==> config.mk <==
export PLATFORM = sky130hd
export DESIGN_NAME = pmd_top
export DESIGN_NICKNAME = d
export VERILOG_FILES = /design/src/logic/pmd_pkg.sv /design/src/logic/pmd_unit_if.sv /design/src/logic/pmd_unit.sv /design/src/logic/pmd_top.sv
export VERILOG_INCLUDE_DIRS = /design/src /design/src/logic
export SDC_FILE = /design/constraint.sdc
export NUM_CORES = 1
export LEC_CHECK = 0
export BUFFER_PORTS_ARGS = -buffer_cell sky130_fd_sc_hd__buf_4
export CAP_MARGIN = 20
export CELL_PAD_IN_SITES_DETAIL_PLACEMENT = 0
export CELL_PAD_IN_SITES_GLOBAL_PLACEMENT = 1
export CORE_MARGIN = 5
export CORE_UTILIZATION = 31
export DETAILED_ROUTE_END_ITERATION = 6
export GPL_TIMING_DRIVEN = 0
export PLACE_DENSITY_LB_ADDON = 0.1
export SLEW_MARGIN = 20
export SYNTH_ARGS = -nofsm -noshare
export SYNTH_HDL_FRONTEND = slang
export SYNTH_SLANG_ARGS = --single-unit
==> constraint.sdc <==
create_clock -name hclk -period 1.72 [get_ports hclk]
set_input_delay 0.172 -clock hclk [delete_from_list [all_inputs] [get_ports hclk]]
set_output_delay 0.172 -clock hclk [all_outputs]
set_load 0.02 [all_outputs]
==> src/logic/pmd_cfg.svh <==
/*
  constants of the peripheral module disable block: offsets, fields, reset values, timing.
  assumes a 125 MHz core clock and a 32-bit ahb-lite register bus.
*/
// Behaviour
// - after any reset all disable bits are clear, every peripheral enabled
// - disabled module gets no clock and no control inputs, performs nothing
// - disabled module held in reset, its register writes ignored, reads give zero
// - clearing a disable bit resumes the module from its power-on reset state
// - a re-enabled module may take up to one instruction cycle to become active
// - disabled module also has its pin-select routing disabled
// - system clock distribution bit stops the system clock to using peripherals only
// - control register 2: bits 7,6,5,2,1,0 read/write, reset 0, bits 4-3 read zero
`ifndef PMD_CFG_SVH
`define PMD_CFG_SVH

// ----------------------------------------------------------------
// register map
// ----------------------------------------------------------------
`define PMD_ADDR_W 8
`define PMD_OFS_CTRL0 8'h00
`define PMD_OFS_CTRL2 8'h08
`define PMD_OFS_ACTIVE 8'h0C

// ----------------------------------------------------------------
// fields and reset values
// ----------------------------------------------------------------
`define PMD_CTRL0_SYSCLK_BIT 0
`define PMD_CTRL2_MASK 8'hE7
`define PMD_CTRL0_RESET 1'h0
`define PMD_CTRL2_RESET 8'h00
`define PMD_UNITS 6

// ----------------------------------------------------------------
// timing
// ----------------------------------------------------------------
`define PMD_CLK_PERIOD_NS 8
`define PMD_INSN_CYCLE_NS 32
`define PMD_WAKE_W 3
`define PMD_WAKE_CYCLES (`PMD_INSN_CYCLE_NS / `PMD_CLK_PERIOD_NS)

`endif

==> src/logic/pmd_pkg.sv <==
/*
  types of the peripheral module disable block.
  assumes pmd_cfg.svh is found on the include path.
*/
`include "pmd_cfg.svh"

package pmd_pkg;

  // ----------------------------------------------------------------
  // per-module gate state
  // ----------------------------------------------------------------
  typedef struct packed {
    logic [`PMD_WAKE_W-1:0] wake_cnt;
    logic clk_en;
    logic rst_hold;
    logic pps_en;
    logic access_en;
  } pmd_unit_state_t;

  // ----------------------------------------------------------------
  // register slave state
  // ----------------------------------------------------------------
  typedef struct packed {
    logic ctrl0;
    logic [7:0] ctrl2;
    logic wr_pend;
    logic [`PMD_ADDR_W-1:0] wr_addr;
    logic [31:0] rdata;
    logic sys_clk_en;
  } pmd_top_state_t;

endpackage

==> src/logic/pmd_unit_if.sv <==
/*
  carrier between the disable register file and one module gate.
  assumes one instance per gated peripheral.
*/
`timescale 1ns/1ps

interface pmd_unit_if;
  logic disable_req;
  logic clk_en;
  logic rst_hold;
  logic pps_en;
  logic access_en;

  modport ctl (output disable_req, input clk_en, rst_hold, pps_en, access_en);
  modport unit (input disable_req, output clk_en, rst_hold, pps_en, access_en);
endinterface

==> src/logic/pmd_unit.sv <==
/*
  gate for one peripheral: clock enable, reset hold, pin routing and register access.
  assumes disable_req comes from a flop on the same clock.
*/
`timescale 1ns/1ps
`include "pmd_cfg.svh"

module pmd_unit
(
  // clock and reset
  input wire logic hclk,
  input wire logic hresetn,
  // gate
  pmd_unit_if.unit gate
);
  import pmd_pkg::*;

  pmd_unit_state_t st;
  pmd_unit_state_t next_st;

  // ----------------------------------------------------------------
  // gate logic
  // ----------------------------------------------------------------
  always_comb
  begin
    next_st = st;
    next_st.clk_en = !gate.disable_req;
    next_st.rst_hold = gate.disable_req;
    next_st.pps_en = !gate.disable_req;
    if (gate.disable_req)
    begin
      next_st.wake_cnt = `PMD_WAKE_W'(`PMD_WAKE_CYCLES);
    end
    else if (st.wake_cnt != '0)
    begin
      next_st.wake_cnt = st.wake_cnt - `PMD_WAKE_W'(1);
    end
    // access opens only once the wake count has run out
    next_st.access_en = !gate.disable_req && (st.wake_cnt == '0);
  end

  always_ff @(posedge hclk or negedge hresetn)
  begin
    if (!hresetn)
    begin
      st <= '{wake_cnt: '0, clk_en: 1'b1, rst_hold: 1'b0, pps_en: 1'b1,
              access_en: 1'b1};
    end
    else
    begin
      st <= next_st;
    end
  end

  assign gate.clk_en = st.clk_en;
  assign gate.rst_hold = st.rst_hold;
  assign gate.pps_en = st.pps_en;
  assign gate.access_en = st.access_en;
endmodule

==> src/logic/pmd_top.sv <==
/*
  peripheral module disable block: ahb-lite register slave and six module gates.
  assumes a single ahb-lite master; peripherals honour the gate outputs.
*/
`timescale 1ns/1ps
`include "pmd_cfg.svh"

module pmd_top
(
  // clock and reset
  input wire logic hclk,
  input wire logic hresetn,
  // ahb-lite slave
  input wire logic hsel,
  input wire logic [31:0] haddr,
  input wire logic [1:0] htrans,
  input wire logic hwrite,
  input wire logic [2:0] hsize,
  input wire logic [31:0] hwdata,
  input wire logic hready,
  output logic hreadyout,
  output logic hresp,
  output logic [31:0] hrdata,
  // module gates: 5 calendar, 4 dac, 3 adc, 2 comparator two, 1 comparator one, 0 zero cross
  output logic [`PMD_UNITS-1:0] mod_clk_en,
  output logic [`PMD_UNITS-1:0] mod_rst_hold,
  output logic [`PMD_UNITS-1:0] mod_pps_en,
  output logic [`PMD_UNITS-1:0] mod_access_en,
  // system clock distribution
  output logic sys_clk_dist_en
);
  import pmd_pkg::*;

  pmd_top_state_t st;
  pmd_top_state_t next_st;
  logic take;
  logic [`PMD_UNITS-1:0] disable_vec;
  logic [`PMD_UNITS-1:0] access_vec;
  logic [`PMD_UNITS-1:0] clk_vec;
  logic [`PMD_UNITS-1:0] rst_vec;
  logic [`PMD_UNITS-1:0] pps_vec;

  // ----------------------------------------------------------------
  // register slave
  // ----------------------------------------------------------------
  // zero wait states: read data is built in the address phase so it can stand
  // in the data phase straight from a flop
  assign take = hsel && htrans[1] && hready;
  assign disable_vec = {st.ctrl2[7:5], st.ctrl2[2:0]};

  always_comb
  begin
    next_st = st;
    next_st.wr_pend = take && hwrite;
    next_st.wr_addr = haddr[`PMD_ADDR_W-1:0];
    if (take && !hwrite)
    begin
      // control registers are outside every gate, so always reachable
      case (haddr[`PMD_ADDR_W-1:0])
        `PMD_OFS_CTRL0:
        begin
          next_st.rdata = {31'h0000_0000, st.ctrl0};
        end
        `PMD_OFS_CTRL2:
        begin
          next_st.rdata = {24'h00_0000, st.ctrl2};
        end
        `PMD_OFS_ACTIVE:
        begin
          next_st.rdata = {26'h000_0000, access_vec};
        end
        default:
        begin
          next_st.rdata = 32'h0000_0000;
        end
      endcase
    end
    if (st.wr_pend)
    begin
      case (st.wr_addr)
        `PMD_OFS_CTRL0:
        begin
          next_st.ctrl0 = hwdata[`PMD_CTRL0_SYSCLK_BIT];
        end
        `PMD_OFS_CTRL2:
        begin
          next_st.ctrl2 = hwdata[7:0] & `PMD_CTRL2_MASK;
        end
        default:
        begin
          next_st.ctrl2 = st.ctrl2;
        end
      endcase
    end
    next_st.sys_clk_en = !st.ctrl0;
  end

  always_ff @(posedge hclk or negedge hresetn)
  begin
    if (!hresetn)
    begin
      st <= '{ctrl0: `PMD_CTRL0_RESET, ctrl2: `PMD_CTRL2_RESET, wr_pend: 1'b0,
              wr_addr: '0, rdata: 32'h0000_0000, sys_clk_en: 1'b1};
    end
    else
    begin
      st <= next_st;
    end
  end

  // ----------------------------------------------------------------
  // module gates
  // ----------------------------------------------------------------
  genvar gi;
  generate
    for (gi = 0; gi < `PMD_UNITS; gi++)
    begin : g_unit
      pmd_unit_if uif();
      assign uif.disable_req = disable_vec[gi];
      assign clk_vec[gi] = uif.clk_en;
      assign rst_vec[gi] = uif.rst_hold;
      assign pps_vec[gi] = uif.pps_en;
      assign access_vec[gi] = uif.access_en;
      pmd_unit u_unit
      (
        .hclk(hclk),
        .hresetn(hresetn),
        .gate(uif.unit)
      );
    end
  endgenerate

  // ----------------------------------------------------------------
  // outputs
  // ----------------------------------------------------------------
  assign hreadyout = 1'b1;
  assign hresp = 1'b0;
  assign hrdata = st.rdata;
  assign mod_clk_en = clk_vec;
  assign mod_rst_hold = rst_vec;
  assign mod_pps_en = pps_vec;
  assign mod_access_en = access_vec;
  assign sys_clk_dist_en = st.sys_clk_en;

  // one pair of checks per unit against its own disable_vec bit, so a gate fault shows up on the unit itself
  generate
    for (gi = 0; gi < `PMD_UNITS; gi++)
    begin : g_check

    end
  endgenerate
endmodule

# After elaboration in Yosys (flattened, before gate mapping)

Index checks and enable logic that the tools add are counted.

Input port bits: 74
Output and inout bits: 59
Register bits after elaboration: 85

$add $sub $neg: 6
Reductions and logical operators: 40
Mux-type cells: 13
Equality and inequality tests: 3

Operators by type and width:

| kind                  | number |
|---|---|
| $mux W3               | 12 |
| $eq A8 B4 Y1 const B  | 3 |
| $pmux W8 S3           | 1 |
| $logic_not A3 Y1      | 6 |
| $reduce_bool A3 Y1    | 6 |
| $sub A3 B1 Y3 const B | 6 |
| $logic_not A8 Y1      | 2 |
| $reduce_bool A2 Y1    | 6 |
| $logic_and A1 B1 Y1   | 10 |
| $logic_not A1 Y1      | 8 |
| $reduce_and A2 Y1     | 2 |

# Depth between registers and ports, before layout

Gate-level depths: netlist of the first run.

Word-level depth: 3
Depth in mapped cells: 5

# By module

From an unflattened synthesis of the first run, not the netlist that was laid out.

Cell total of the unflattened synthesis: 267
Area total of the unflattened synthesis: 3114.2 sq um

Modules (own cells, without submodules):

| module                          | instances | sequential area each (sq um) | cells each | area each (sq um) |
|---|---|---|---|---|
| pmd_top                         | 1         | 626.9                        | 135        | 1436.4 |
| pmd_unit (g_unit[1].u_unit ...) | 5         | 152.6                        | 22         | 280.3 |
| pmd_unit (g_unit[0].u_unit)     | 1         | 152.6                        | 22         | 276.5 |

# Worst setup path after synthesis of the first run

OpenSTA, ideal clock, no wires.

Path kind: reg-to-reg
From: register st[37] (netlist bit)
To: register st (netlist bit disable_vec[0])
Arrival time: 1643 ps
Data required time: 1595 ps
Setup time: 125 ps
Stages on the path, launching flop included: 5
Path slack: -48 ps
Path buffers: 1
Cell sequence: dfrtp_1 or4b_1 or3_1 buf_6 mux2_4

Word-level cells in the longest chain between the ends: 2

Ends and longest elaborated chain:

| element                            | RTL line       | RTL |
|---|---|---|
| start, declared                    | pmd_top.sv:34  | `pmd_top_state_t st;` |
| start signal, assigned             | pmd_top.sv:102 | `` st <= '{ctrl0: `PMD_CTRL0_RESET, ctrl2: `PMD_CTRL2_RESET, wr_pend: 1'b0, `` |
| start signal, assigned             | pmd_top.sv:107 | `st <= next_st;` |
| $eq A8 B4 Y1                       | pmd_top.sv:80  | `case (st.wr_addr)` |
| $reduce_and A2 Y1 (no source line) | --             |  |

Every way passes these cells.
A chain may end at the register's enable or synchronous reset.

# Worst setup path in the final report of the first run

From: register st[37] (netlist bit)
To: register st (netlist bit disable_vec[1])

Same word-level chain as after synthesis.

==> results.cfg, run 1 <==
[detailed_routing]
total_length_of_routed_wires_um = 5354
dr.pass1.iters = 4
drt-vias-per-instance = 3.963
drt_iter0_drc = 40
routed_length_per_placed_instance_um = 11.59
drt_drc_violations_left = 0
detailroute.via_count = 1831
route.antenna.remaining_nets = 0

[synth]
synthArstFlopShare_pct = 100.0
syn_area_per_cell_um2 = 11.35
ys.warnings.count = 0
most_frequent_cells_after_synthesis = sky130_fd_sc_hd__buf_4 (58), sky130_fd_sc_hd__dfrtp_1 (48), sky130_fd_sc_hd__inv_1 (26), sky130_fd_sc_hd__nor2_1 (19), sky130_fd_sc_hd__dfstp_2 (13)
netlist.area_leader.share_pct = 42.16
synth-seq-area-share_pct = 54.15
synth_enable_flop_cells = 0
post_synth_num_cell_types = 28
syn_area_um2 = 2849
post-synth-top-area-cell = sky130_fd_sc_hd__dfrtp_1
synth.most_common_cell = sky130_fd_sc_hd__buf_4
synthesis.instances = 251
post_synth_main_area_contributors = sky130_fd_sc_hd__dfrtp_1 (42%), sky130_fd_sc_hd__buf_4 (15%), sky130_fd_sc_hd__dfstp_2 (12%)
synth_ff_type = sky130_fd_sc_hd__dfrtp_1
yosys_register_bits = 61

[floorplanning]
core_area_um2 = 9109
initial_util_pct = 31.28
std_cell_rows = 35
die_area_um2 = 11210
die_y_um = 105.9
floorplan.io_pins = 133
die_w_um = 105.9

[sta]
skew_ns = 0.01113
post_layout_min_period_ns = 1.825
final.setup.worst_slack_ns = -0.1051
hold_viol = 0
slew_violations = 0
maxClockFrequency_ghz = 0.5479
rsz0062_at_grt = yes
max_slew.worst_pin.slew_ns = 0.7644
final_min_period_over_clock_period_pct = 106.1
max-slew-margin-rel_pct = 49.04
finalSetupViolCount = 6

[run]
maxCapViolCount = 0

[grt]
globalRoute.totalOverflow = 0
grt_pass1_wl_um = 8866
grt_use_met1_pct = 12.56
use_met2_pct = 16.39
global_route.usage.total_pct = 10.17
antenna_found_initial = 0
most_heavily_used_metal_layer_in_global_routing = met2
first_global_vias = 1849
grt_start_max_net_pins = 62
grt_use_met3_pct = 2.756

[power_and_ir_drop]
total_leakage_power_uw = 0.001899
netSwitchingFraction_pct = 30.74
pwr-share-comb_pct = 27.2
net-switching-power_uw = 1232
pwr-share-seq_pct = 46.1
cellInternalPower_uw = 2776
ir_worst_vdd_uv = 315.2
power_density_nw_per_um2 = 1078
power_frac_clock_pct = 26.7

[critical_path]
number_of_cells_on_the_worst_reg_to_reg_path = 3
required_ns = 1.93
cp_max_fo = 6
critical_path.startpoint_type = flop
setup.worst_path.end_class = flop
worst_reg2reg_endpoint = disable_vec[1]
reg2reg_from = st[37]
critical_path_class = reg -> reg
reg2reg_setup_slack_ns = -0.11
critical_path_arrival_ns = 2.03

[outcome]
run_status = finished with violations
failed_checks = negative setup slack

[hold_path]
holdCritPathClass = in -> reg
worstHoldStart = hwdata[6]
min_delay_path_depth = 2
timing.hold.worst_endpoint = disable_vec[4]

[place]
place_hpwl_um = 3756
detailed_place.area_um2 = 3468
placed_cells_incl_taps = 438
detailedPlace.worstSlack_ns = -0.1404
port-buffer-count = 52
gp_congestion = 0.6726

[finish]
area_delta_synth_final_pct = 30.52
num-nets-final = 432
layout.cells.non_filler = 462
n_antenna_cell = 0
drive_above_1_share_pct = 41.03
final_design_area_no_fill_um2 = 3719
layout.filler_cells = 918

[cts]
post-cts-setup-buffer-count = 0
tritoncts_clock_tree = yes
clock_slew_seen_by_the_registers_of_the_worst_setup_and_hold_paths_ns = 0.07
ctsRootBufferMaster = sky130_fd_sc_hd__clkbuf_8
worstSkewPairLatency_ns = 0.32
cts-htree-levels = 3
cts_buffers = 9
clock_tree_buf_depth = 2
clock_sinks = 61
==> logic make-up (layout without fill, tap and decap cells) <==
kind of cell / after synthesis / after routing / synth area share [%]
xor+xnor: 6 / 6 / 1.845
mux: 11 / 11 / 4.963
simple gates: 45 / 45 / 7.467
compound gates: 27 / 27 / 6.676
flops: 61 / 61 / 54.15
other cells: 2 / 26 / 0.2636
fa+ha+maj: 12 / 12 / 5.270
buf+inv: 87 / 163 / 19.37
==> sequential cells by signal (all words and copies together), names as in the netlist <==
name	flops
sys_clk_dist_en	1
g_unit.u_unit.gate.clk_en	5
disable_vec	6
hrdata	8
g_unit.u_unit.gate.rst_hold	6
g_unit.u_unit.gate.pps_en	1
g_unit.u_unit.gate.access_en	6
g_unit.u_unit.st	18
st	10
==> cells in the final DEF, fill, tap and decap left out, drive strengths merged <==
cell         Yosys  layout
dfstp           13      13
a211oi           6       6
mux2             7       7
xnor2            6       6
a21oi            6       6
or4b             1       1
nand2b           6       6
ha              12      12
nor4             1       1
and4             1       1
dlygate4sd3      0       9
inv             26      26
or4              1       1
nand3            2       2
dfrtp           48      48
nand2           11      11
o31ai           12      12
nand4b           1       1
conb             2      26
clkinv           0       2
o41ai            2       2
clkbuf           2      16
or3              1       1
nor2            19      19
o21a             1       1
buf             59     110
nor3             1       1
mux2i            4       4
==> repair_timing <==
action,CTS,global route
hold buffers,9,0
endpoints found under the hold margin,56,0
gates resized for setup,1,1
cloned,0,0
setup endpoints to repair,6,6
pin swaps,0,0
==> power groups by stage <==
stage                     logic [uW]  clock network, uW  registers [uW]
after detailed placement        1090                  0            1870
after global routing            1250               1190            1880
after CTS                       1110               1110            1850
after floorplan                  836                  0            1830
final                           1090               1070            1850
after global placement          1060                  0            1870
==> how the worst max path moves through the flow <==
stage	endpoint	start
3_5_place_dp	disable_vec[1]	st[37]
5_1_grt	disable_vec[1]	st[37]
2_1_floorplan	disable_vec[0]	st[37]
3_3_place_gp	disable_vec[0]	st[37]
4_1_cts	disable_vec[1]	st[37]
6_report	disable_vec[1]	st[37]
==> final cells by class <==
cell class / instances / area, um^2 / share of cell area, %
multi-input cells: 127 / 853.3 / 22.95
plain buffers: 60 / 442.9 / 11.91
well taps: 111 / 138.9 / 3.735
clock inverters: 2 / 10.01 / 0.2692
flip-flops and latches: 61 / 1543 / 41.49
inverters: 26 / 97.59 / 2.624
clock buffers: 14 / 152.6 / 4.105
repair buffers: 61 / 480.5 / 12.92
==> per-stage QoR <==
stage | TNS [ns] | hold WS [ns] | total power, uW | util [%]
6_report | -0.5986 | 0.07652 | 4008 | 40.82
5_1_grt | -0.8279 | 0.05729 | 4314 | 40.82
4_1_cts | -0.8009 | 0.05493 | 4073 | 40.89
3_5_place_dp | -0.8108 | 0.2939 | 2959 | 38.08
3_3_place_gp | -0.8059 | 0.2917 | 2931 | 38.08
2_1_floorplan | -0.2885 | -0.1236 | 2668 | -
==> critical path: stages (launching register included) <==
cell	delay (ns)
sky130_fd_sc_hd__dfrtp_1	0.36
sky130_fd_sc_hd__or4b_4	0.54
sky130_fd_sc_hd__or3_4	0.49
sky130_fd_sc_hd__mux2_4	0.32
==> routing by layer <==
metal / routed length, um / vias to the layer above
met1: 2446 / 851
met3: 289 / 10
li1: - / 919
met4: 122 / 0
met5: 0 / -
met2: 2496 / 51
Note: power is estimated with default switching activity, not from simulation.
==> run 2, diff against run 1 <==
--- a/config.mk
+++ b/config.mk
@@ -10,7 +10,7 @@
 export CAP_MARGIN = 20
 export CELL_PAD_IN_SITES_DETAIL_PLACEMENT = 0
 export CELL_PAD_IN_SITES_GLOBAL_PLACEMENT = 1
-export CORE_MARGIN = 5
+export CORE_MARGIN = 2
 export CORE_UTILIZATION = 31
 export DETAILED_ROUTE_END_ITERATION = 6
 export GPL_TIMING_DRIVEN = 0
==> run 2 against run 1 <==
The run still ends with negative setup slack left; cell count shrank 0.65%; register-to-register slack barely moved; worst hold slack got worse by 0.012 ns; die area shrank 11%; clock skew down 0.0034 ns; largest power group unchanged.
==> results.cfg, run 2 (synthesized netlist as in run 1, its figures left out) <==
[detailed_routing]
routed_length_per_placed_instance_um = 11.29
detailroute.via_count = 1790
drt_iter0_drc = 36
drt_drc_violations_left = 0
total_length_of_routed_wires_um = 5182
drt-vias-per-instance = 3.900
route.antenna.remaining_nets = 0
dr.pass1.iters = 4

[finish]
multiInputGateArea_um2 = 868.3
ff_latch_area_um2 = 1543
num-nets-final = 432
layout.filler_cells = 863
registers.top_by_ff_count = g_unit.u_unit.st
n_antenna_cell = 0
mostFrequentLayoutCell = sky130_fd_sc_hd__buf_4
area_delta_synth_final_pct = 30.92
layout_common_cells = sky130_fd_sc_hd__buf_4 (110), sky130_fd_sc_hd__dfrtp_1 (48), sky130_fd_sc_hd__inv_1 (26), sky130_fd_sc_hd__conb_1 (26), sky130_fd_sc_hd__nor2_1 (19)
drive_above_1_share_pct = 41.88
layout.cells.non_filler = 459
final_design_area_no_fill_um2 = 3730
largest_reg_flops = 18

[place]
detailed_place.area_um2 = 3465
detailedPlace.worstSlack_ns = -0.1290
place_hpwl_um = 3509
gp_congestion = 0.7111
port-buffer-count = 52
placed_cells_incl_taps = 435

[critical_path]
critical_path_class = reg -> reg
required_ns = 1.94
setup.worst_path.end_class = flop
cp_max_fo = 6
critical_path_arrival_ns = 2.04
critical_path.startpoint_type = flop

[outcome]
run_status = finished with violations
failed_checks = negative setup slack

[sta]
hold_viol = 0
max-slew-margin-rel_pct = 48.17
final.setup.worst_slack_ns = -0.1042
finalSetupViolCount = 6
post_layout_min_period_ns = 1.824
rsz0062_at_grt = yes
slew_violations = 0
final_min_period_over_clock_period_pct = 106.1
skew_ns = 0.007682
maxClockFrequency_ghz = 0.5482
max_slew.worst_pin.slew_ns = 0.7774

[power_and_ir_drop]
power_density_nw_per_um2 = 1082
ir_worst_vdd_uv = 280.6
total_leakage_power_uw = 0.001901

[grt]
grt_pass1_wl_um = 8252
globalRoute.totalOverflow = 0
antenna_found_initial = 0
grt_start_max_net_pins = 62
global_route.usage.total_pct = 11.05
first_global_vias = 1652

[floorplanning]
die_y_um = 99.87
core_area_um2 = 8806
std_cell_rows = 34
floorplan.io_pins = 133
die_area_um2 = 9973
initial_util_pct = 32.35
die_w_um = 99.87

[run]
maxCapViolCount = 0

[cts]
tritoncts_clock_tree = yes
cts-htree-levels = 3
ctsRootBufferMaster = sky130_fd_sc_hd__clkbuf_8
clock_tree_buf_depth = 2
clock_slew_seen_by_the_registers_of_the_worst_setup_and_hold_paths_ns = 0.07
worstSkewPairLatency_ns = 0.33
clock_sinks = 61
cts_buffers = 9

[hold_path]
holdCritPathClass = in -> reg
-- run 2: area by class of cell --
cell class                 count  share of cell area [%]
buffer                        60                   11.88
clock buffer                  14                   4.093
clock inverter                 2                  0.2684
inverter                      26                   2.617
multi-input combinational    127                   23.28
sequential                    61                   41.36
tap                          108                   3.623
timing repair buffer          61                   12.88
-- run 2: critical path: stages, from the launching register on --
cell                      delay (ns)
sky130_fd_sc_hd__dfrtp_1        0.36
sky130_fd_sc_hd__or4b_4         0.54
sky130_fd_sc_hd__or3_4          0.49
sky130_fd_sc_hd__mux2_4         0.32
-- run 2: what timing repair did --
action                                  4_1_cts  5_1_grt
resized for setup                             1        4
hold buffers                                  9        0
endpoints found under the hold margin        56        0
endpoints found under the setup margin        6       10
buffers inserted                              0        0
-- run 2: routing by layer --
layer | track usage, % | vias up | wire length (um)
met5 | 0 | - | 0
met4 | 7.271 | 0 | 122
met3 | 2.855 | 9 | 282
met2 | 14.40 | 52 | 2150
met1 | 15.98 | 808 | 2627
li1 | - | 921 | -
-- run 2: report_power, final --
part	switching [uW]	total, uW	internal (uW)
clock	539	1100	560
combinational	568	1090	518
sequential	153	1850	1700
-- run 2: path summary, 6_finish.rpt --
path / end / start / cells after the start / slack [ns]
worst max register to register: disable_vec[2] / st[37] / 3 / -0.10
worst max-delay path: disable_vec[2] / st[37] / 3 / -0.10
worst min register to register: sys_clk_dist_en / st[50] / 1 / 0.42
max in group asynchronous: g_unit[2].u_unit.st[4] / hresetn / 2 / 0.75
min in group asynchronous: g_unit[4].u_unit.st[6] / hresetn / 2 / 0.46
worst min-delay path: disable_vec[5] / hwdata[7] / 2 / 0.06
-- run 2: stage by stage --
| step | hold slack, ns | util (%) | power [uW] | TNS, ns |
|---|---|---|---|---|
| after floorplan | -0.1236 | - | 2668 | -0.2885 |
| after global placement | 0.2911 | 39.34 | 2935 | -0.7973 |
| after detailed placement | 0.2951 | 39.34 | 2945 | -0.7695 |
| after CTS | 0.05177 | 42.26 | 4077 | -0.7694 |
| after global routing | 0.04328 | 42.36 | 4343 | -0.7640 |
| final | 0.06483 | 42.36 | 4035 | -0.5981 |
